### src/dsas_pkg.sv
// dual-slope converter sequencer: shared constants and carrier types
// assumes a 25 MHz core clock and a plain one-cycle register port
package dsas_pkg;

  // ----------------------------------------------------------------
  // clocking
  // ----------------------------------------------------------------
  localparam int unsigned CORE_HZ      = 25000000;
  localparam int unsigned OSC_HZ       = 100000;
  localparam int unsigned OSC_DIV      = CORE_HZ / OSC_HZ;
  localparam int unsigned OSC_HALF     = OSC_DIV / 2;

  // ----------------------------------------------------------------
  // conversion counts, in oscillator counts, and counter widths in bits
  // ----------------------------------------------------------------
  localparam int unsigned CYCLE_COUNTS = 40002;
  localparam int unsigned INT_COUNTS   = 10000;
  localparam int unsigned AZ_MIN       = 9001;
  localparam int unsigned AZ_MAX       = 10001;
  localparam int unsigned AZ_START     = 10000;
  localparam int unsigned FULL_SCALE   = 19999;
  localparam int unsigned OVER_COUNTS  = FULL_SCALE + 1;
  localparam int unsigned STROBE_DLY   = 101;
  localparam int unsigned FLASH_TICKS  = 20000;
  localparam int unsigned CNT_W        = 16;
  localparam int unsigned RES_W        = 15;

  // ----------------------------------------------------------------
  // register map
  // ----------------------------------------------------------------
  localparam logic [3:0] ADDR_CTRL     = 4'h0;
  localparam logic [3:0] ADDR_STATUS   = 4'h4;
  localparam logic [3:0] ADDR_RESULT   = 4'h8;
  localparam int unsigned CTRL_JEN     = 0;
  localparam int unsigned CTRL_JSEL    = 1;
  localparam int unsigned CTRL_RATIO   = 3;
  localparam logic [3:0] CTRL_RST      = 4'h0;
  localparam int unsigned ST_DEINT_B   = 0;
  localparam int unsigned ST_INT_B     = 1;
  localparam int unsigned ST_AZ_B      = 2;
  localparam int unsigned ST_OVER_B    = 3;
  localparam int unsigned ST_HOLD_B    = 4;
  localparam int unsigned RES_NEG_B    = 16;
  localparam int unsigned RES_OVER_B   = 17;

  // ----------------------------------------------------------------
  // carriers
  // ----------------------------------------------------------------
  typedef struct packed {
    logic              wr;
    logic              rd;
    logic [3:0]        addr;
    logic [31:0]       wdata;
  } dsas_bus_s;

  typedef struct packed {
    logic              neg;
    logic              over;
    logic [RES_W-1:0]  count;
  } dsas_result_s;

  typedef enum logic [1:0] {
    DP_1P9999,
    DP_19P999,
    DP_199P99,
    DP_1999P9
  } dsas_dp_e;

endpackage

### src/dsas_seq.sv
// dual-slope converter sequencer: top level
// assumes analog switches, integrator and comparator outside this block
//
// Functional notes
// hold high or open: free-run, a new cycle every 40002 counts
// hold low: finish the running conversion, then keep result, no restart
// hold pulse over 300 ns starts one cycle with 9001-10001 auto-zero
// pulse ending before the cycle completes is ignored
// first digit strobe 101 counts after cycle end; idle after that
// integrate exactly 10000 counts, then clear counter, switch reference
// deintegrate counts until comparator reports zero; count is result
// after zero crossing, auto-zero integrator and comparator
// hold low suppresses the restart of the counters
// ratio mode uses external reference, reading signal/ref times 10000
// blank input low blanks digits; open shows them
// sign and points never blanked; flash above 19999 counts; here sign and points go dark with the digits in the flash
// exactly one of four decimal points, jumper or connector tie; none lit here while the overrange flash is dark
// counting clock from internal 100 kHz oscillator, also output
// blanking touches only the four low digits
// overrange flashes the four low digits
// asynchronous hold and blank pass synchronisers first
// final count latched into display register after deintegrate
`timescale 1ns/10ps
module dsas_seq #(
  parameter int unsigned CYCLE  = dsas_pkg::CYCLE_COUNTS,
  parameter int unsigned INTEG  = dsas_pkg::INT_COUNTS,
  parameter int unsigned AZ_LEN = dsas_pkg::AZ_START,
  parameter int unsigned FLASH  = dsas_pkg::FLASH_TICKS
) (
  input  wire logic                   i_core_clk,
  input  wire logic                   i_resetn,
  input  wire logic                   i_ce,
  input  wire dsas_pkg::dsas_bus_s    i_bus,
  input  wire logic                   i_hold,
  input  wire logic                   i_blank_n,
  input  wire logic                   i_cmp_zero,
  input  wire logic                   i_sig_neg,
  input  wire logic [3:0]             i_dp_sel_n,
  output logic      [31:0]            o_rdata,
  output logic                        o_osc_100k,
  output logic                        o_sig_sw,
  output logic                        o_ref_sw,
  output logic                        o_az_sw,
  output logic                        o_ref_ext,
  output logic                        o_digit_strobe,
  output dsas_pkg::dsas_result_s      o_disp,
  output logic      [4:0]             o_digit_en,
  output logic                        o_sign_on,
  output logic      [3:0]             o_dp
);
  import dsas_pkg::*;

  typedef enum {
    ST_AZ,
    ST_INT,
    ST_DEINT,
    ST_AZ_END,
    ST_HELD
  } dsas_state_e;

  logic              rst_a_r;
  logic              rst_b_r;
  logic              rst_n;
  logic [7:0]        sync_q;
  logic              hold_s;
  logic              blank_s;
  logic              zero_s;
  logic              neg_s;

  logic [7:0]        div_r;
  logic [7:0]        div_nxt;
  logic              osc_nxt;
  logic              tick_r;
  logic              tick_nxt;

  dsas_state_e       state_r;
  dsas_state_e       state_nxt;
  logic [CNT_W-1:0]  cyc_r;
  logic [CNT_W-1:0]  cyc_nxt;
  logic [CNT_W-1:0]  cnt_r;
  logic [CNT_W-1:0]  cnt_nxt;
  logic              neg_r;
  logic              neg_nxt;
  dsas_result_s      disp_nxt;
  logic              hold_q_r;
  logic              pend_r;
  logic              pend_nxt;
  logic [7:0]        post_r;
  logic [7:0]        post_nxt;
  logic              post_run_r;
  logic              post_run_nxt;
  logic              strobe_nxt;
  logic              end_cyc;

  logic [3:0]        ctrl_r;
  logic [3:0]        ctrl_nxt;
  logic [31:0]       rdata_nxt;

  // ----------------------------------------------------------------
  // reset release and pin synchronisers
  // ----------------------------------------------------------------
  always_ff @(posedge i_core_clk or negedge i_resetn) begin
    if (!i_resetn) begin
      rst_a_r <= 1'b0;
      rst_b_r <= 1'b0;
    end else begin
      rst_a_r <= 1'b1;
      rst_b_r <= rst_a_r;
    end
  end
  assign rst_n = rst_b_r;

  dsas_sync #(
    .W       (8),
    .RST_VAL (8'hF3)
  ) u_sync (
    .i_core_clk (i_core_clk),
    .i_rst_n    (rst_n),
    .i_ce       (i_ce),
    .i_async    ({i_dp_sel_n, i_sig_neg, i_cmp_zero, i_blank_n, i_hold}),
    .o_sync     (sync_q)
  );
  assign hold_s  = sync_q[0];
  assign blank_s = sync_q[1];
  assign zero_s  = sync_q[2];
  assign neg_s   = sync_q[3];

  // ----------------------------------------------------------------
  // 100 kHz oscillator and count tick
  // ----------------------------------------------------------------
  always_comb begin
    tick_nxt = (div_r == 8'(OSC_DIV - 1));
    div_nxt  = tick_nxt ? 8'h00 : div_r + 8'h01;
    osc_nxt  = o_osc_100k;
    if (div_r == 8'(OSC_HALF - 1) || tick_nxt) begin
      osc_nxt = ~o_osc_100k;
    end
  end

  always_ff @(posedge i_core_clk or negedge rst_n) begin
    if (!rst_n) begin
      div_r      <= '0;
      tick_r     <= 1'b0;
      o_osc_100k <= 1'b0;
    end else if (i_ce) begin
      div_r      <= div_nxt;
      tick_r     <= tick_nxt;
      o_osc_100k <= osc_nxt;
    end
  end

  // ----------------------------------------------------------------
  // conversion sequencer
  // ----------------------------------------------------------------
  always_comb begin
    state_nxt    = state_r;
    cyc_nxt      = cyc_r;
    cnt_nxt      = cnt_r;
    neg_nxt      = neg_r;
    disp_nxt     = o_disp;
    post_nxt     = post_r;
    post_run_nxt = post_run_r;
    strobe_nxt   = 1'b0;
    end_cyc      = 1'b0;
    pend_nxt     = pend_r;
    if (tick_r) begin
      if (state_r != ST_HELD) begin
        cyc_nxt = cyc_r + 1'b1;
      end
      case (state_r)
        ST_AZ: begin
          if (cyc_r == CNT_W'(AZ_LEN - 1)) begin
            state_nxt = ST_INT;
            cnt_nxt   = '0;
          end
        end
        ST_INT: begin
          cnt_nxt = cnt_r + 1'b1;
          if (cnt_r == CNT_W'(INTEG - 1)) begin
            state_nxt = ST_DEINT;
            cnt_nxt   = '0;
            neg_nxt   = neg_s;
          end
        end
        ST_DEINT: begin
          cnt_nxt = cnt_r + 1'b1;
          if (zero_s || cnt_r == CNT_W'(OVER_COUNTS)) begin
            state_nxt      = ST_AZ_END;
            disp_nxt.count = RES_W'(cnt_r);
            disp_nxt.neg   = neg_r;
            disp_nxt.over  = (cnt_r > CNT_W'(FULL_SCALE));
            cnt_nxt        = cnt_r;
          end
        end
        ST_AZ_END: begin
          if (cyc_r == CNT_W'(CYCLE - 1)) begin
            end_cyc = 1'b1;
            pend_nxt = 1'b0;
            cyc_nxt = '0;
            // only the level at cycle end counts
            state_nxt = hold_s ? ST_AZ : ST_HELD;
          end
        end
        ST_HELD: begin
          if (pend_r) begin
            state_nxt = ST_AZ;
            cyc_nxt   = '0;
            pend_nxt  = 1'b0;
          end
        end
        default: begin
          state_nxt = ST_HELD;
        end
      endcase
      if (end_cyc) begin
        post_run_nxt = 1'b1;
        post_nxt     = '0;
      end else if (post_run_r) begin
        post_nxt = post_r + 8'h01;
        if (post_r == 8'(STROBE_DLY - 1)) begin
          strobe_nxt   = 1'b1;
          post_run_nxt = 1'b0;
        end
      end
    end
    // a new trigger edge wins over consuming the old one
    if (state_r == ST_HELD && hold_s && !hold_q_r) begin
      pend_nxt = 1'b1;
    end
  end

  always_ff @(posedge i_core_clk or negedge rst_n) begin
    if (!rst_n) begin
      state_r        <= ST_AZ;
      cyc_r          <= '0;
      cnt_r          <= '0;
      neg_r          <= 1'b0;
      o_disp         <= '0;
      hold_q_r       <= 1'b1;
      pend_r         <= 1'b0;
      post_r         <= '0;
      post_run_r     <= 1'b0;
      o_digit_strobe <= 1'b0;
      o_sig_sw       <= 1'b0;
      o_ref_sw       <= 1'b0;
      o_az_sw        <= 1'b1;
    end else if (i_ce) begin
      state_r        <= state_nxt;
      cyc_r          <= cyc_nxt;
      cnt_r          <= cnt_nxt;
      neg_r          <= neg_nxt;
      o_disp         <= disp_nxt;
      hold_q_r       <= hold_s;
      pend_r         <= pend_nxt;
      post_r         <= post_nxt;
      post_run_r     <= post_run_nxt;
      o_digit_strobe <= strobe_nxt;
      o_sig_sw       <= (state_nxt == ST_INT);
      o_ref_sw       <= (state_nxt == ST_DEINT);
      o_az_sw        <= (state_nxt != ST_INT) && (state_nxt != ST_DEINT);
    end
  end

  // ----------------------------------------------------------------
  // register port
  // ----------------------------------------------------------------
  always_comb begin
    ctrl_nxt  = ctrl_r;
    rdata_nxt = '0;
    if (i_bus.wr && i_bus.addr == ADDR_CTRL) begin
      ctrl_nxt = i_bus.wdata[3:0];
    end
    if (i_bus.rd) begin
      case (i_bus.addr)
        ADDR_CTRL:   rdata_nxt[3:0] = ctrl_r;
        ADDR_STATUS: begin
          rdata_nxt[ST_DEINT_B] = (state_r == ST_DEINT);
          rdata_nxt[ST_INT_B]   = (state_r == ST_INT);
          rdata_nxt[ST_AZ_B]    = (state_r == ST_AZ) ||
                                  (state_r == ST_AZ_END);
          rdata_nxt[ST_OVER_B]  = o_disp.over;
          rdata_nxt[ST_HOLD_B]  = (state_r == ST_HELD);
        end
        ADDR_RESULT: begin
          rdata_nxt[RES_W-1:0]  = o_disp.count;
          rdata_nxt[RES_NEG_B]  = o_disp.neg;
          rdata_nxt[RES_OVER_B] = o_disp.over;
        end
        default:     rdata_nxt = '0;
      endcase
    end
  end

  always_ff @(posedge i_core_clk or negedge rst_n) begin
    if (!rst_n) begin
      ctrl_r    <= CTRL_RST;
      o_rdata   <= '0;
      o_ref_ext <= 1'b0;
    end else if (i_ce) begin
      ctrl_r    <= ctrl_nxt;
      o_rdata   <= rdata_nxt;
      o_ref_ext <= ctrl_nxt[CTRL_RATIO];
    end
  end

  // ----------------------------------------------------------------
  // display control
  // ----------------------------------------------------------------
  dsas_display #(
    .FLASH (FLASH)
  ) u_disp (
    .i_core_clk  (i_core_clk),
    .i_rst_n     (rst_n),
    .i_ce        (i_ce),
    .i_tick      (tick_r),
    .i_disp      (o_disp),
    .i_blank_n   (blank_s),
    .i_dp_sel_n  (sync_q[7:4]),
    .i_jumper_en (ctrl_r[CTRL_JEN]),
    .i_jumper    (dsas_dp_e'(ctrl_r[CTRL_JSEL +: 2])),
    .o_digit_en  (o_digit_en),
    .o_sign_on   (o_sign_on),
    .o_dp        (o_dp)
  );

  // ----------------------------------------------------------------
  // checks
  // ----------------------------------------------------------------
  property p_cycle_bound;
    @(posedge i_core_clk) disable iff (!rst_n)
      cyc_r <= CNT_W'(CYCLE - 1);
  endproperty
  a_cycle_bound: assert property (p_cycle_bound)
    else $error("cycle counter past cycle length");

  property p_int_len;
    @(posedge i_core_clk) disable iff (!rst_n)
      (state_r == ST_INT) |-> (cnt_r < CNT_W'(INTEG));
  endproperty
  a_int_len: assert property (p_int_len)
    else $error("integrate phase too long");

  property p_deint_clear;
    @(posedge i_core_clk) disable iff (!rst_n)
      (state_r == ST_DEINT && $past(state_r) == ST_INT)
        |-> (cnt_r == '0) && o_ref_sw && !o_sig_sw;
  endproperty
  a_deint_clear: assert property (p_deint_clear)
    else $error("counter not cleared on reference switch");

  property p_az_start;
    @(posedge i_core_clk) disable iff (!rst_n)
      (state_r == ST_INT && $past(state_r) == ST_AZ)
        |-> (cyc_r == CNT_W'(AZ_LEN));
  endproperty
  a_az_start: assert property (p_az_start)
    else $error("opening auto-zero length out of range");

  property p_held_stays;
    @(posedge i_core_clk) disable iff (!rst_n)
      (state_r == ST_HELD && !pend_r) |=> (state_r == ST_HELD);
  endproperty
  a_held_stays: assert property (p_held_stays)
    else $error("left hold without a trigger");

  property p_strobe_delay;
    @(posedge i_core_clk) disable iff (!rst_n)
      $rose(o_digit_strobe) |-> (post_r == 8'(STROBE_DLY));
  endproperty
  a_strobe_delay: assert property (p_strobe_delay)
    else $error("digit strobe not 101 counts after cycle end");

  property p_latch;
    @(posedge i_core_clk) disable iff (!rst_n)
      (state_r == ST_AZ_END && $past(state_r) == ST_DEINT)
        |-> (o_disp.count == RES_W'(cnt_r)) && o_az_sw;
  endproperty
  a_latch: assert property (p_latch)
    else $error("result not latched after deintegrate");

  property p_stable_disp;
    @(posedge i_core_clk) disable iff (!rst_n)
      (state_r != ST_DEINT) |=> $stable(o_disp);
  endproperty
  a_stable_disp: assert property (p_stable_disp)
    else $error("display changed outside deintegrate end");

endmodule

### src/dsas_sync.sv
// dual-slope converter sequencer: three-stage input synchroniser
// assumes asynchronous pins; output moves once stages two and three agree
`timescale 1ns/10ps
module dsas_sync #(
  parameter int unsigned W       = 1,
  parameter logic [W-1:0] RST_VAL = '0
) (
  input  wire logic         i_core_clk,
  input  wire logic         i_rst_n,
  input  wire logic         i_ce,
  input  wire logic [W-1:0] i_async,
  output logic      [W-1:0] o_sync
);
  import dsas_pkg::*;

  logic [W-1:0] s1_r;
  logic [W-1:0] s2_r;
  logic [W-1:0] s3_r;
  logic [W-1:0] out_nxt;

  always_comb begin
    for (int i = 0; i < W; i++) begin
      out_nxt[i] = (s2_r[i] == s3_r[i]) ? s3_r[i] : o_sync[i];
    end
  end

  always_ff @(posedge i_core_clk or negedge i_rst_n) begin
    if (!i_rst_n) begin
      s1_r   <= RST_VAL;
      s2_r   <= RST_VAL;
      s3_r   <= RST_VAL;
      o_sync <= RST_VAL;
    end else if (i_ce) begin
      s1_r   <= i_async;
      s2_r   <= s1_r;
      s3_r   <= s2_r;
      o_sync <= out_nxt;
    end
  end

endmodule

### src/dsas_display.sv
// dual-slope converter sequencer: digit blanking, flashing, decimal point
// assumes synchronised blank and select inputs and a 100 kHz count tick
`timescale 1ns/10ps
module dsas_display #(
  parameter int unsigned FLASH = dsas_pkg::FLASH_TICKS
) (
  input  wire logic                 i_core_clk,
  input  wire logic                 i_rst_n,
  input  wire logic                 i_ce,
  input  wire logic                 i_tick,
  input  wire dsas_pkg::dsas_result_s i_disp,
  input  wire logic                 i_blank_n,
  input  wire logic [3:0]           i_dp_sel_n,
  input  wire logic                 i_jumper_en,
  input  wire dsas_pkg::dsas_dp_e   i_jumper,
  output logic      [4:0]           o_digit_en,
  output logic                      o_sign_on,
  output logic      [3:0]           o_dp
);
  import dsas_pkg::*;

  logic [15:0] flash_cnt_r;
  logic [15:0] flash_cnt_nxt;
  logic        flash_r;
  logic        flash_nxt;
  logic        dark;
  logic [3:0]  dp_pos;
  logic [4:0]  digit_nxt;

  // ----------------------------------------------------------------
  // flash timebase and outputs
  // ----------------------------------------------------------------
  always_comb begin
    flash_cnt_nxt = flash_cnt_r;
    flash_nxt     = flash_r;
    if (i_tick) begin
      if (flash_cnt_r == 16'(FLASH - 1)) begin
        flash_cnt_nxt = '0;
        flash_nxt     = ~flash_r;
      end else begin
        flash_cnt_nxt = flash_cnt_r + 16'h0001;
      end
    end
    dark = i_disp.over & flash_r;
    // connector ties win, jumper else, exactly one lit unless the overrange flash is dark
    if (!i_dp_sel_n[0]) begin
      dp_pos = 4'h1;
    end else if (!i_dp_sel_n[1]) begin
      dp_pos = 4'h2;
    end else if (!i_dp_sel_n[2]) begin
      dp_pos = 4'h4;
    end else if (!i_dp_sel_n[3]) begin
      dp_pos = 4'h8;
    end else if (i_jumper_en) begin
      dp_pos = 4'(4'h1 << i_jumper);
    end else begin
      dp_pos = 4'h1;
    end
    digit_nxt[4]   = 1'b1;
    digit_nxt[3:0] = {4{i_blank_n & ~dark}};
  end

  always_ff @(posedge i_core_clk or negedge i_rst_n) begin
    if (!i_rst_n) begin
      flash_cnt_r <= '0;
      flash_r     <= 1'b0;
      o_digit_en  <= 5'h1F;
      o_sign_on   <= 1'b1;
      o_dp        <= 4'h1;
    end else if (i_ce) begin
      flash_cnt_r <= flash_cnt_nxt;
      flash_r     <= flash_nxt;
      o_digit_en  <= digit_nxt;
      o_sign_on   <= ~dark;
      o_dp        <= dark ? 4'h0 : dp_pos;
    end
  end

  // ----------------------------------------------------------------
  // checks
  // ----------------------------------------------------------------
  property p_dp_onehot;
    @(posedge i_core_clk) disable iff (!i_rst_n)
      (o_dp != 4'h0) |-> $onehot(o_dp);
  endproperty
  a_dp_onehot: assert property (p_dp_onehot)
    else $error("more than one decimal point lit");

  property p_lead_digit;
    @(posedge i_core_clk) disable iff (!i_rst_n)
      o_digit_en[4];
  endproperty
  a_lead_digit: assert property (p_lead_digit)
    else $error("leading digit was blanked");

  property p_blank;
    @(posedge i_core_clk) disable iff (!i_rst_n)
      (i_ce && !i_blank_n) |=> (o_digit_en[3:0] == 4'h0);
  endproperty
  a_blank: assert property (p_blank)
    else $error("digits shown while blank input low");

  property p_dp_kept;
    @(posedge i_core_clk) disable iff (!i_rst_n)
      (i_ce && !i_disp.over) |=> (o_dp != 4'h0) && o_sign_on;
  endproperty
  a_dp_kept: assert property (p_dp_kept)
    else $error("sign or point dark without overrange");

endmodule

### config.mk
export PLATFORM = sky130hd
export DESIGN_NAME = dsas_seq
export DESIGN_NICKNAME = d
export VERILOG_FILES = /design/src/dsas_pkg.sv /design/src/dsas_seq.sv /design/src/dsas_sync.sv /design/src/dsas_display.sv
export SDC_FILE = /design/constraint.sdc
export NUM_CORES = 1
export LEC_CHECK = 0
export ABC_AREA = 0
export BUFFER_PORTS_ARGS = -buffer_cell sky130_fd_sc_hd__buf_2
export CAP_MARGIN = 10
export CORE_UTILIZATION = 50
export CTS_BUF_LIST = sky130_fd_sc_hd__clkbuf_8
export DETAILED_ROUTE_END_ITERATION = 10
export GPL_ROUTABILITY_DRIVEN = 0
export PLACE_DENSITY = 0.81
export SYNTH_ARGS = -nofsm -noshare
export SYNTH_HDL_FRONTEND = slang
export SYNTH_SLANG_ARGS = --single-unit
### constraint.sdc
create_clock -name i_core_clk -period 6.3 [get_ports i_core_clk]
set_clock_uncertainty 0.2 [all_clocks]
set_input_delay 0 -clock i_core_clk [delete_from_list [all_inputs] [get_ports i_core_clk]]
set_output_delay 0 -clock i_core_clk [all_outputs]
set_load 0.05 [all_outputs]
## Word-level counts from Yosys, hierarchy flattened

Index checks and enable logic that the tools add are counted.

| storage, ports and cells | value |
|---|---|
| flip-flop bits (word level) | 200 |
| output and inout port bits | 65 |
| input port bits | 49 |

| operators by class | value |
|---|---|
| bitwise operators | 5 |
| reduce and logical (&&, ||, !) cells | 32 |
| add/subtract/negate cells | 5 |
| muxes and demuxes | 45 |
| magnitude comparators | 1 |
| shifts and indexed selects | 1 |
| equality and inequality tests | 34 |

Operator list:

| cell | number |
|---|---|
| 2-to-1 mux 32 bit | 6 |
| one-hot mux 32 bit (5 select lines) | 1 |
| == test 32 x 2 -> 1 bit (second input constant) | 4 |
| == test 32 x 3 -> 1 bit (second input constant) | 4 |
| 2-to-1 mux 16 bit | 7 |
| zero test 32 bit | 2 |
| adder 16 x 1 -> 16 bit (second input constant) | 3 |
| one-hot mux 16 bit (3 select lines) | 1 |
| == test 16 x 14 -> 1 bit (second input constant) | 2 |
| == test 16 x 15 -> 1 bit (second input constant) | 2 |
| == test 32 x 1 -> 1 bit (second input constant) | 1 |
| == test 32 x 4 -> 1 bit (second input constant) | 1 |
| != test 32 x 2 -> 1 bit (second input constant) | 1 |
| != test 32 x 3 -> 1 bit (second input constant) | 1 |
| != test 32 x 4 -> 1 bit (second input constant) | 1 |
| one-hot mux 16 bit (2 select lines) | 1 |
| 2-to-1 mux 4 bit | 6 |
| 2-to-1 mux 8 bit | 3 |
| AND reduction 2 bit | 11 |
| 2-to-1 mux 18 bit | 1 |
| adder 8 x 1 -> 8 bit (second input constant) | 2 |
| == test 16 bit (second input constant) | 1 |
| == test 8 x 7 -> 1 bit (second input constant) | 2 |
| greater-than comparator 16 x 15 -> 1 bit (second input constant) | 1 |
| 24 further kinds | 58 |

## Longest topological paths before layout

Gate-level depths: netlist (run 1).

| depth | value |
|---|---|
| word-level depth | 7 |
| depth in mapped cells | 11 |
| gate-level depth less buffers | 9 |

## Hierarchy

From an unflattened synthesis (run 1), not the netlist that was laid out.

| second synthesis, totals | value |
|---|---|
| cell total of the unflattened synthesis | 851 |
| area total of the unflattened synthesis | 8,838.5 um2 |

By module, submodules not included:

| module | times used | area each (um2) | cells an instance |
|---|---|---|---|
| dsas_seq | 1 | 6,381.1 | 655 |
| dsas_sync | 1 | 1,327.5 | 91 |
| dsas_display | 1 | 1,129.8 | 105 |

## Least setup slack after synthesis (run 1)

OpenSTA, ideal clock, no wires.

| timing path | value |
|---|---|
| path type | reg-to-reg |
| from | reg state_r[7] |
| to | reg cnt_r[13] |
| cell stages (with the launch flop) | 8 |
| library setup time | 0.120 ns |
| buffers on the path | 0 |
| slack | 3.778 ns |
| period minus slack after synthesis | 2.522 ns |
| arrival | 2.202 ns |
| cells stage by stage | dfrtp_1 > nor4_2 > nand4_2 > nor4_4 > o211ai_4 > or4_4 > xor2_1 > nor2_2 |

| on the way | value |
|---|---|
| cells in the longest elaborated chain, start to end | 3 |
| elaborated cells on any way between the ends | 8 |
| classes of those cells | 4 x eq/ne; 1 x mux; 3 x reduce/logical |

RTL lines:

| what | line | RTL |
|---|---|---|
| from (decl) | dsas_seq.sv:76 | `dsas_state_e state_r;` |
| from (signal assigned) | dsas_seq.sv:248 | `state_r <= state_nxt;` |
| == test 32 x 2 -> 1 bit (tied with other cells) | dsas_seq.sv:170 | `case (state_r)` |
| != test 2 bit (no source line) or nonzero test 3 bit (tied branches) | -- |  |
| AND reduction 5 bit (no source line) | -- |  |
| to (signal assigned) | dsas_seq.sv:250 | `cnt_r <= cnt_nxt;` |
| to (decl) | dsas_seq.sv:80 | `logic [CNT_W-1:0] cnt_r;` |

Several ways; a longest one is shown, not always the timed one.
A chain may end at the register's enable or synchronous reset.

## Worst setup path after layout (run 1)

| timing path | value |
|---|---|
| from | reg state_r[21] |
| to | reg o_rdata[2] |

| on the way | value |
|---|---|
| cells in the longest elaborated chain, start to end | 4 |
| elaborated cells on any way between the ends | 5 |
| classes of those cells | 1 x eq/ne; 2 x mux; 2 x reduce/logical |

RTL lines:

| what | line | RTL |
|---|---|---|
| == test 32 x 3 -> 1 bit or zero test 32 bit (tied branches) | dsas_seq.sv:280, dsas_seq.sv:279 |  |
| logical OR 1 bit (*) | dsas_seq.sv:279 | `rdata_nxt[ST_AZ_B] = (state_r == ST_AZ) \|\|` |
| one-hot mux 4 bit (3 select lines) (*) | dsas_seq.sv:274 | `case (i_bus.addr)` |
| 2-to-1 mux 18 bit (*) | dsas_seq.sv:273 | `if (i_bus.rd) begin` |
| to (signal assigned) | dsas_seq.sv:301 | `o_rdata <= rdata_nxt;` |
| to (decl) | dsas_seq.sv:39 | `output logic [31:0] o_rdata,` |

Every way passes the cells marked *; elsewhere a longest branch is shown, timed or not.

==> metrics.yaml, run 1 <==
synth-simple-area-share: 0.189
final_layout_size_suffix_gt1_frac: 0.205
io_buffer_count: 69
synth_most_common_cell: "dfrtp_1"
hold_violations: 0
postCtsSetupBuffers: 0
ys_types: 64
fin_crit_ns: 3.38
hpwl_mm: 12.0
placed_area_um2: 8990
synth_area_um2: 8530
ys_warn_count: 0
power.leakage_nw: 4.50
slew_violations: 0
syn_avg_cell_area_um2: 10.7
endpoint_kind: "register"
root_buffer: "clkbuf_8"
nets: 950
grtUsageTotal: 0.213
synth.area.mux_share: 0.0499
synth_compound_area_frac: 0.112
rsz0062_at_grt: "no"
design.core.area_um2: 16600
synth_top_area_share: 0.458
overflow: 0
synth.area.top_cells: "dfrtp_1 (46%), dfstp_2 (8.9%), mux2_2 (4.8%)"
cp.required_ns: 6.50
grt_pass1_wl_mm: 29.6
synth_top_family_by_area: "simple AND/OR/NAND/NOR gates"
fin_setup_tns_ns: 0
slowest_stage: "dlygate4sd3_1"
grt_max_degree: 81
clk_latency_ns: 0.46
clk_pin_slew_ns: 0.09
cts_buffers: 17
final_area_um2: 9650
area_growth_pct: 13.2
ys_seq_area_frac: 0.547
vdd_ir_drop_max_mv: 0.196
num_vias: 6288
initial_core_util: 0.512
syn_inst: 797
cts_resized: 0
dieArea_um2: 17600
synthArstFlopShare: 1.00
io_pins: 114
arrival_ns: 3.58
fin_crit_sh: 0.537
cap_violations: 0
worst_pin_slew_ns: 1.18
num_rows: 47
firstDrtPassIters: 5
critPathMaxFanout: 8
cts_tree: "done"
critical_path_class: "register to register"
antenna_found_initial: 0
yosys.area.top_type: "dfrtp_1"
crit_chain: "nor4_1 -> nand3_1 -> nor3_2 -> nand3_1 -> a21oi_1 -> a21oi_1 -> dlygate4sd3_1 -> o2bb2ai_1 -> dlygate4sd3_1"
diodes: 0
setup_viol: 0
synth_edf_count: 0
drc: 0
ys_ff_latch: 185
min_path_type: "register to async pin"
cp_slowest_stage_delay_ns: 0.58
clkSinkCount: 185
synth_xor_area_frac: 0.0452
synthFlopType: "dfrtp_1"
synth_common_cells: "dfrtp_1 (156), nand2_1 (63), nor2_1 (63), o21ai_0 (60), mux2_2 (36)"
drt-total-wl_mm: 17.8
relSlewSlack: 0.204
hold_slack_ns: 0.0275
ant_nets: 0
power_density_nw_per_um2: 244
startpoint: "state_r[21]"
die_w_um: 133
cts_buffer_depth: 2
wl_per_cell_um: 15.8
synthAdderAreaFrac: 0.0147
drtIter0Drc: 501
die_h_um: 133
rr_startpoint: "state_r[21]"
critPathLaunchType: "register"
grt_pass1_vias: 5982
status: "complete, no violations"
cts.htree.levels: 4
vias_per_cell: 5.59
fmax_mhz: 296
area by class of cell:
type,count,area (µm²)
fill,1362,6990
sequential,185,4670
multi-input combinational,556,3560
timing repair buffer,107,728
tap,220,275
clock buffer,17,234
clock inverter,15,90.1
inverter,24,90.1
critical path, delay by kind of cell, from the launching register on:
family,cells,cell delay [ns]
flops,1,0.38
buf+inv,2,1.13
compound gates,3,0.37
simple gates,4,1.24
stage by stage:
step	total power, mW	setup slack, ns	utilization	instances
2_1_floorplan	1.60	0.614	-	812
3_3_place_gp	1.65	3.14	0.540	1060
3_5_place_dp	1.67	3.14	0.540	1060
4_1_cts	2.36	2.93	0.578	1123
5_1_grt	2.45	2.57	0.580	1124
6_report	2.35	2.92	0.580	1124
layer usage:
metal	up-vias	global-route usage	part of all wire	wire [µm]
met1	3119	0.302	0.47	8390
met4	0	0.0760	0.019	341
li1	2971	-	-	-
met3	33	0.0452	0.045	808
met2	165	0.325	0.46	8230
met5	-	0	0	0
cells in the final DEF, fill, tap and decap left out, types with 18 or more instances in the layout:
master and n:
nand4_1 19, dlygate4sd3_1 31, inv_1 29, nand3_1 31, buf_2 69, nor3_1 18, dfrtp_1 155, o21ai_0 59
a21oi_1 35, nor2_1 63, xnor2_1 22, nand2_1 63, xor2_1 22, and2_1 30, mux2_2 36, dfstp_2 29
registers in the layout, indices dropped and copies added, names as in the netlist, 4 cells and up:
name                count
cnt_r                  16
ctrl_r                  4
cyc_r                  16
div_r                   8
o_disp                 17
o_rdata                17
post_r                  8
state_r                32
u_disp.flash_cnt_r     16
u_disp.o_dp             4
u_sync.o_sync           8
u_sync.s1_r             8
u_sync.s2_r             8
u_sync.s3_r             8
final timing paths:
kind                                  end  slack [ns]  cells after the start
min in group i_core_clk    u_sync.s1_r[3]        0.10                      3
max reg2reg                    o_rdata[2]        2.92                      9
min reg2reg                u_sync.s2_r[3]        0.03                      0
max                            o_rdata[2]        2.92                      9
min                        u_sync.s2_r[3]        0.03                      0
max in group asynchronous       cyc_r[14]        4.56                      1
timing repair:
item / in CTS / in global routing
endpoints found under the hold margin: 42 / 0
endpoints found under the setup margin: 0 / 0
hold buffers: 31 / 0
power by group:
| group | switching, mW | total [mW] | internal (mW) | leakage (nW) |
|---|---|---|---|---|
| Sequential | 0.0856 | 1.38 | 1.29 | 2.43 |
| Clock | 0.413 | 0.680 | 0.267 | 0.186 |
| Combinational | 0.191 | 0.291 | 0.100 | 1.89 |
| Total | 0.690 | 2.35 | 1.66 | 4.50 |
cell families after synthesis:
kind of cell | after synthesis
buffers and inverters | 71
multiplexers | 38
XOR/XNOR | 44
flip-flops | 185
AO/OA/AOI/OAI | 151
AND/OR/NAND/NOR | 296
adder cells (fa/ha/maj) | 10
other | 2
Power figures use the tool's default switching activity.
==> run 2, diff against run 1 <==
ABC_AREA = 1   (was 0)
PLACE_DENSITY = 0.8   (was 0.81)
clock period = 3.5 ns   (was 6.3 ns; I/O delays follow)
==> metrics.yaml, run 2 <==
layout_common_cells: "nand2_1 (220), inv_1 (161), dfrtp_1 (155)"
fillers: 1577
area_growth_pct: 14.0
grt_pass1_vias: 7368
design.core.area_um2: 18000
clk_pin_slew_ns: 0.10
final.setup.worst_slack_ns: 0.570
io_pins: 114
cts_buffer_depth: 2
drc: 0
vias_per_cell: 5.29
synth_top_family_by_area: "simple AND/OR/NAND/NOR gates"
dp_cells: 1388
worst_pin_slew_ns: 0.780
fin_crit_ns: 2.93
pwr-share-comb: 0.144
synth-simple-area-share: 0.246
cp.required_ns: 3.64
wl_per_cell_um: 13.7
yosys.area.top_type: "dfrtp_1"
synth_edf_count: 0
largest_reg_flops: 32
die_h_um: 138
grt_max_degree: 79
top_register: "state_r"
synthFlopType: "dfrtp_1"
post-route-util: 0.583
cts.htree.levels: 4
synth_most_common_cell: "nand2_1"
cap_violations: 0
fmax_mhz: 341
clkSinkCount: 185
critical_path_class: "input pin to register"
clk_latency_ns: 0.46
rsz0062_at_grt: "no"
endpoint_kind: "register"
ys_ff_latch: 185
setup_viol: 0
power_density_nw_per_um2: 433
ys_types: 53
synth.area.top_cells: "dfrtp_1 (42%), nand2_1 (9.0%), dfstp_2 (8.3%)"
cts_buffers: 17
cp_num_buf_inv: 5
cp_slowest_stage_delay_ns: 0.65
power.leakage_nw: 5.08
io_buffer_count: 69
grt_pass1_wl_mm: 33.8
hold_violations: 0
ys_seq_area_frac: 0.506
syn_avg_cell_area_um2: 8.26
synth_xor_area_frac: 0.0247
synth.area.mux_share: 0.00244
synth_area_um2: 9220
cts_tree: "done"
netSwitchingFraction: 0.301
die_w_um: 138
critPathMaxFanout: 6
final_layout_size_suffix_gt1_frac: 0.152
grtUsageTotal: 0.226
dieArea_um2: 19000
synthArstFlopShare: 1.00
critPathLaunchType: "input pin"
num_vias: 7753
root_buffer: "clkbuf_8"
min_path_type: "register to async pin"
reg_top3: "state_r x32, o_disp x17, o_rdata x17"
relSlewSlack: 0.478
ant_nets: 0
antenna_found_initial: 0
layout_commonest_cell: "nand2_1"
synth_common_cells: "nand2_1 (220), inv_1 (159), dfrtp_1 (156), nor2_1 (126), o21ai_0 (86)"
finalNonFillerCells: 1465
overflow: 0
initial_core_util: 0.512
p_int_mw: 3.18
arrival_ns: 3.07
hpwl_mm: 13.6
syn_inst: 1116
status: "complete, no violations"
cts_resized: 0
synth_top_area_share: 0.423
nets: 1282
fin_crit_sh: 0.837
place_ws_ns: 0.990
drtIter0Drc: 619
pwr-share-clk: 0.313
hold_slack_ns: 0.107
synth_compound_area_frac: 0.108
num_rows: 49
slowest_stage: "dlygate4sd3_1"
p_switching_mw: 1.37
cpMostUsedCell: "dlygate4sd3_1"
p_seq_frac: 0.543
crit_family: "buffers and inverters"
vdd_ir_drop_max_mv: 0.320
drt-total-wl_mm: 20.1
fin_setup_tns_ns: 0
diodes: 0
firstDrtPassIters: 5
synthAdderAreaFrac: 0.0136
slew_violations: 0
crit_chain: "dlygate4sd3_1 -> buf_2 -> nor3_1 -> dlygate4sd3_1 -> nand3_1 -> nor2_1 -> dlygate4sd3_1 -> a21oi_1 -> dlygate4sd3_1"
ys_warn_count: 0
-- run 2: cell count changes in the layout (fill, tap and decap cells not counted), sizes merged, moves of 16 or more --
| cell | change |
|---|---|
| a22o | -16 |
| xnor2 | -20 |
| nand3 | +34 |
| mux2 | -34 |
| o21ai | +31 |
| and2 | -31 |
| inv | +138 |
| nor2 | +92 |
| nand2 | +167 |
-- run 2: what timing repair did --
item / in CTS / in global routing
buffers inserted: 0 / 0
endpoints found under the hold margin: 50 / 0
hold buffers: 45 / 0
-- run 2: logic make-up (layout without fill, tap and decap cells) --
| kind of cell | after synthesis | count (layout) |
|---|---|---|
| buffers and inverters | 211 | 316 |
| multiplexers | 2 | 2 |
| XOR/XNOR | 26 | 26 |
| flip-flops | 185 | 185 |
| AO/OA/AOI/OAI | 170 | 170 |
| adder cells (fa/ha/maj) | 10 | 10 |
| other | 2 | 17 |
| AND/OR/NAND/NOR | 510 | 510 |
-- run 2: worst register-to-register path, delay by kind of cell (launching register included) --
family | cells | cell delay (ns)
AND/OR/NAND/NOR | 8 | 0.99
AO/OA/AOI/OAI | 1 | 0.09
flip-flops | 1 | 0.39
buffers and inverters | 2 | 1.18
-- run 2: metrics by stage --
step                cell area, µm²  power (mW)
floorplan                     9280        2.97
CTS                          10500        4.58
global placement              9680        3.07
global route                 10500        4.78
finish                       10500        4.55
detailed placement            9680        3.10
-- run 2: layout make-up --
class                   count  area, µm²  share of cell area
multi-input cells         735       3700               0.352
flip-flops and latches    185       4670               0.444
clock buffers              17        234              0.0222
well taps                 229        287              0.0272
inverters                 164        618              0.0588
clock inverters            15        153              0.0145
repair buffers            120        853              0.0811
-- run 2: per-layer routing --
metal	vias up	global-route usage	share of wire
met2	263	0.364	0.48
li1	3775	-	-
met4	0	0.0882	0.022
met3	43	0.0486	0.052
met5	-	0	0
met1	3672	0.297	0.45
-- run 2: final timing paths --
check	from	endpoint	slack [ns]	cells past startpoint
min in group i_core_clk	i_bus[32]	o_rdata[9]	0.15	4
min	rst_b_r	state_r[26]	0.11	0
min reg2reg	rst_b_r	state_r[26]	0.11	0
max	i_bus[34]	ctrl_r[1]	0.57	9
max in group asynchronous	rst_b_r	u_sync.s3_r[0]	2.11	1
max reg2reg	state_r[14]	o_rdata[1]	0.59	11
-- run 2: power groups by stage --
stage | Sequential [mW] | Combinational, mW | Clock (mW)
floorplan | 2.56 | 0.410 | 0
global placement | 2.49 | 0.577 | 0
detailed placement | 2.50 | 0.600 | 0
CTS | 2.47 | 0.651 | 1.46
global route | 2.49 | 0.742 | 1.55
finish | 2.47 | 0.654 | 1.42
==> run 3, diff against run 2 <==
clock period = 2.7 ns   (was 3.5 ns; I/O delays follow)
==> metrics.yaml, run 3 (synthesis gave the netlist of run 2 again) <==
status: "complete, no violations"
drt-total-wl_mm: 20.3
cts_buffer_depth: 2
rsz0062_at_grt: "no"
crit_family: "buffers and inverters"
power_density_nw_per_um2: 557
grt_max_degree: 57
nets: 1291
layout_common_cells: "nand2_1 (220), inv_1 (160), dfrtp_1 (155)"
rrSetupSlack_ns: 0.25
grt_pass1_vias: 7413
p_seq_frac: 0.541
initial_core_util: 0.512
top_layer_used: "met4"
setup_viol: 0
clk_latency_ns: 0.47
design.core.area_um2: 18000
top_register: "state_r"
cts.htree.levels: 4
min_path_type: "register to async pin"
io_buffer_count: 69
hold_slack_ns: 0.146
drtIter0Drc: 688
grtUsageTotal: 0.225
hold_violations: 0
vias_per_cell: 5.31
die_h_um: 138
vdd_ir_drop_max_mv: 0.396
critical_path_class: "input pin to register"
pwr-share-comb: 0.144
final_layout_size_suffix_gt1_frac: 0.160
crit_chain: "dlygate4sd3_1 -> buf_2 -> nor3_1 -> nand3_1 -> nor2_1 -> dlygate4sd3_1 -> a21oi_1 -> dlygate4sd3_1"
dp_cells: 1398
num_rows: 49
die_w_um: 138
hpwl_mm: 13.8
fin_crit_ns: 2.61
cts_buffers: 17
netSwitchingFraction: 0.297
worst_pin_slew_ns: 0.775
p_total_mw: 5.92
worst_r2r_path_depth: 10
slowest_stage: "dlygate4sd3_1"
arrival_ns: 2.77
wl_met1_mm: 8.95
largest_reg_flops: 32
ant_nets: 0
cp_num_buf_inv: 4
postCtsSetupBuffers: 0
clk_pin_slew_ns: 0.10
cp.required_ns: 2.86
cp_slowest_stage_delay_ns: 0.57
antenna_found_initial: 0
diodes: 0
endpoint_kind: "register"
p_int_mw: 4.16
dieArea_um2: 19000
power.leakage_nw: 5.15
firstDrtPassIters: 5
cpMostUsedCell: "dlygate4sd3_1"
rr_startpoint: "state_r[23]"
reg_top3: "state_r x32, o_disp x17, o_rdata x17"
grt_pass1_wl_mm: 33.6
root_buffer: "clkbuf_8"
p_switching_mw: 1.76
crit_cells: 8
overflow: 0
cts_tree: "done"
critPathMaxFanout: 6
relSlewSlack: 0.482
area_growth_pct: 15.3
cap_violations: 0
critPathLaunchType: "input pin"
r2r-end: "o_rdata[0]"
pwr-share-clk: 0.316
fmax_mhz: 383
fin_setup_tns_ns: 0
wl_met3_um: 986
finalNonFillerCells: 1474
dr_wl_met2_mm: 9.87
num_vias: 7823
drc: 0
io_pins: 114
clkSinkCount: 185
fin_crit_sh: 0.967
slew_violations: 0
wl_per_cell_um: 13.8
layout_commonest_cell: "nand2_1"
-- run 3: cell types whose count changed in the layout (fill, tap and decap cells not counted), sizes merged --
cell,change
clkinvlp,-1
clkbuf,+1
buf,+10
dlygate4sd3,-1
-- run 3: worst max path at each step --
stage	end	slack, ns	start
6_report	ctrl_r[2]	0.09	i_bus[35]
5_1_grt	ctrl_r[2]	0.009	i_ce
4_1_cts	ctrl_r[2]	0.26	i_ce
3_5_place_dp	cnt_r[9]	0.36	state_r[8]
3_3_place_gp	cnt_r[9]	0.42	state_r[14]
2_1_floorplan	cnt_r[0]	0.62	rst_b_r
-- run 3: stage by stage --
step / setup slack, ns / util / instance area [µm²]
5_1_grt: 0.00891 / 0.590 / 10600
3_3_place_gp: 0.424 / 0.543 / 9790
3_5_place_dp: 0.364 / 0.543 / 9790
2_1_floorplan: 0.617 / - / 9280
4_1_cts: 0.256 / 0.590 / 10600
6_report: 0.0880 / 0.590 / 10600
-- run 3: power by group through the flow --
stage	combinational, mW	sequential (mW)	clock [mW]
detailed placement	0.778	3.24	0
finish	0.850	3.20	1.87
CTS	0.843	3.19	1.90
floorplan	0.532	3.32	0
global placement	0.752	3.24	0
global route	0.958	3.24	2.01
-- run 3: layout make-up --
cell class              instances  area, µm²
clock buffers                  18        248
clock inverters                14        148
fillers                      1536       7400
inverters                     164        618
multi-input cells             735       3700
flip-flops and latches        185       4670
well taps                     229        287
repair buffers                129        956
-- run 3: metal layers --
| metal | track usage | vias up |
|---|---|---|
| li1 | - | 3790 |
| met1 | 0.288 | 3737 |
| met2 | 0.370 | 244 |
| met3 | 0.0497 | 52 |
| met4 | 0.0924 | 0 |
| met5 | 0 | - |
-- run 3: what timing repair did --
| item | CTS | global route |
|---|---|---|
| endpoints found under the hold margin | 56 | 0 |
| hold buffers | 44 | 0 |
| gates resized for setup | 0 | 0 |
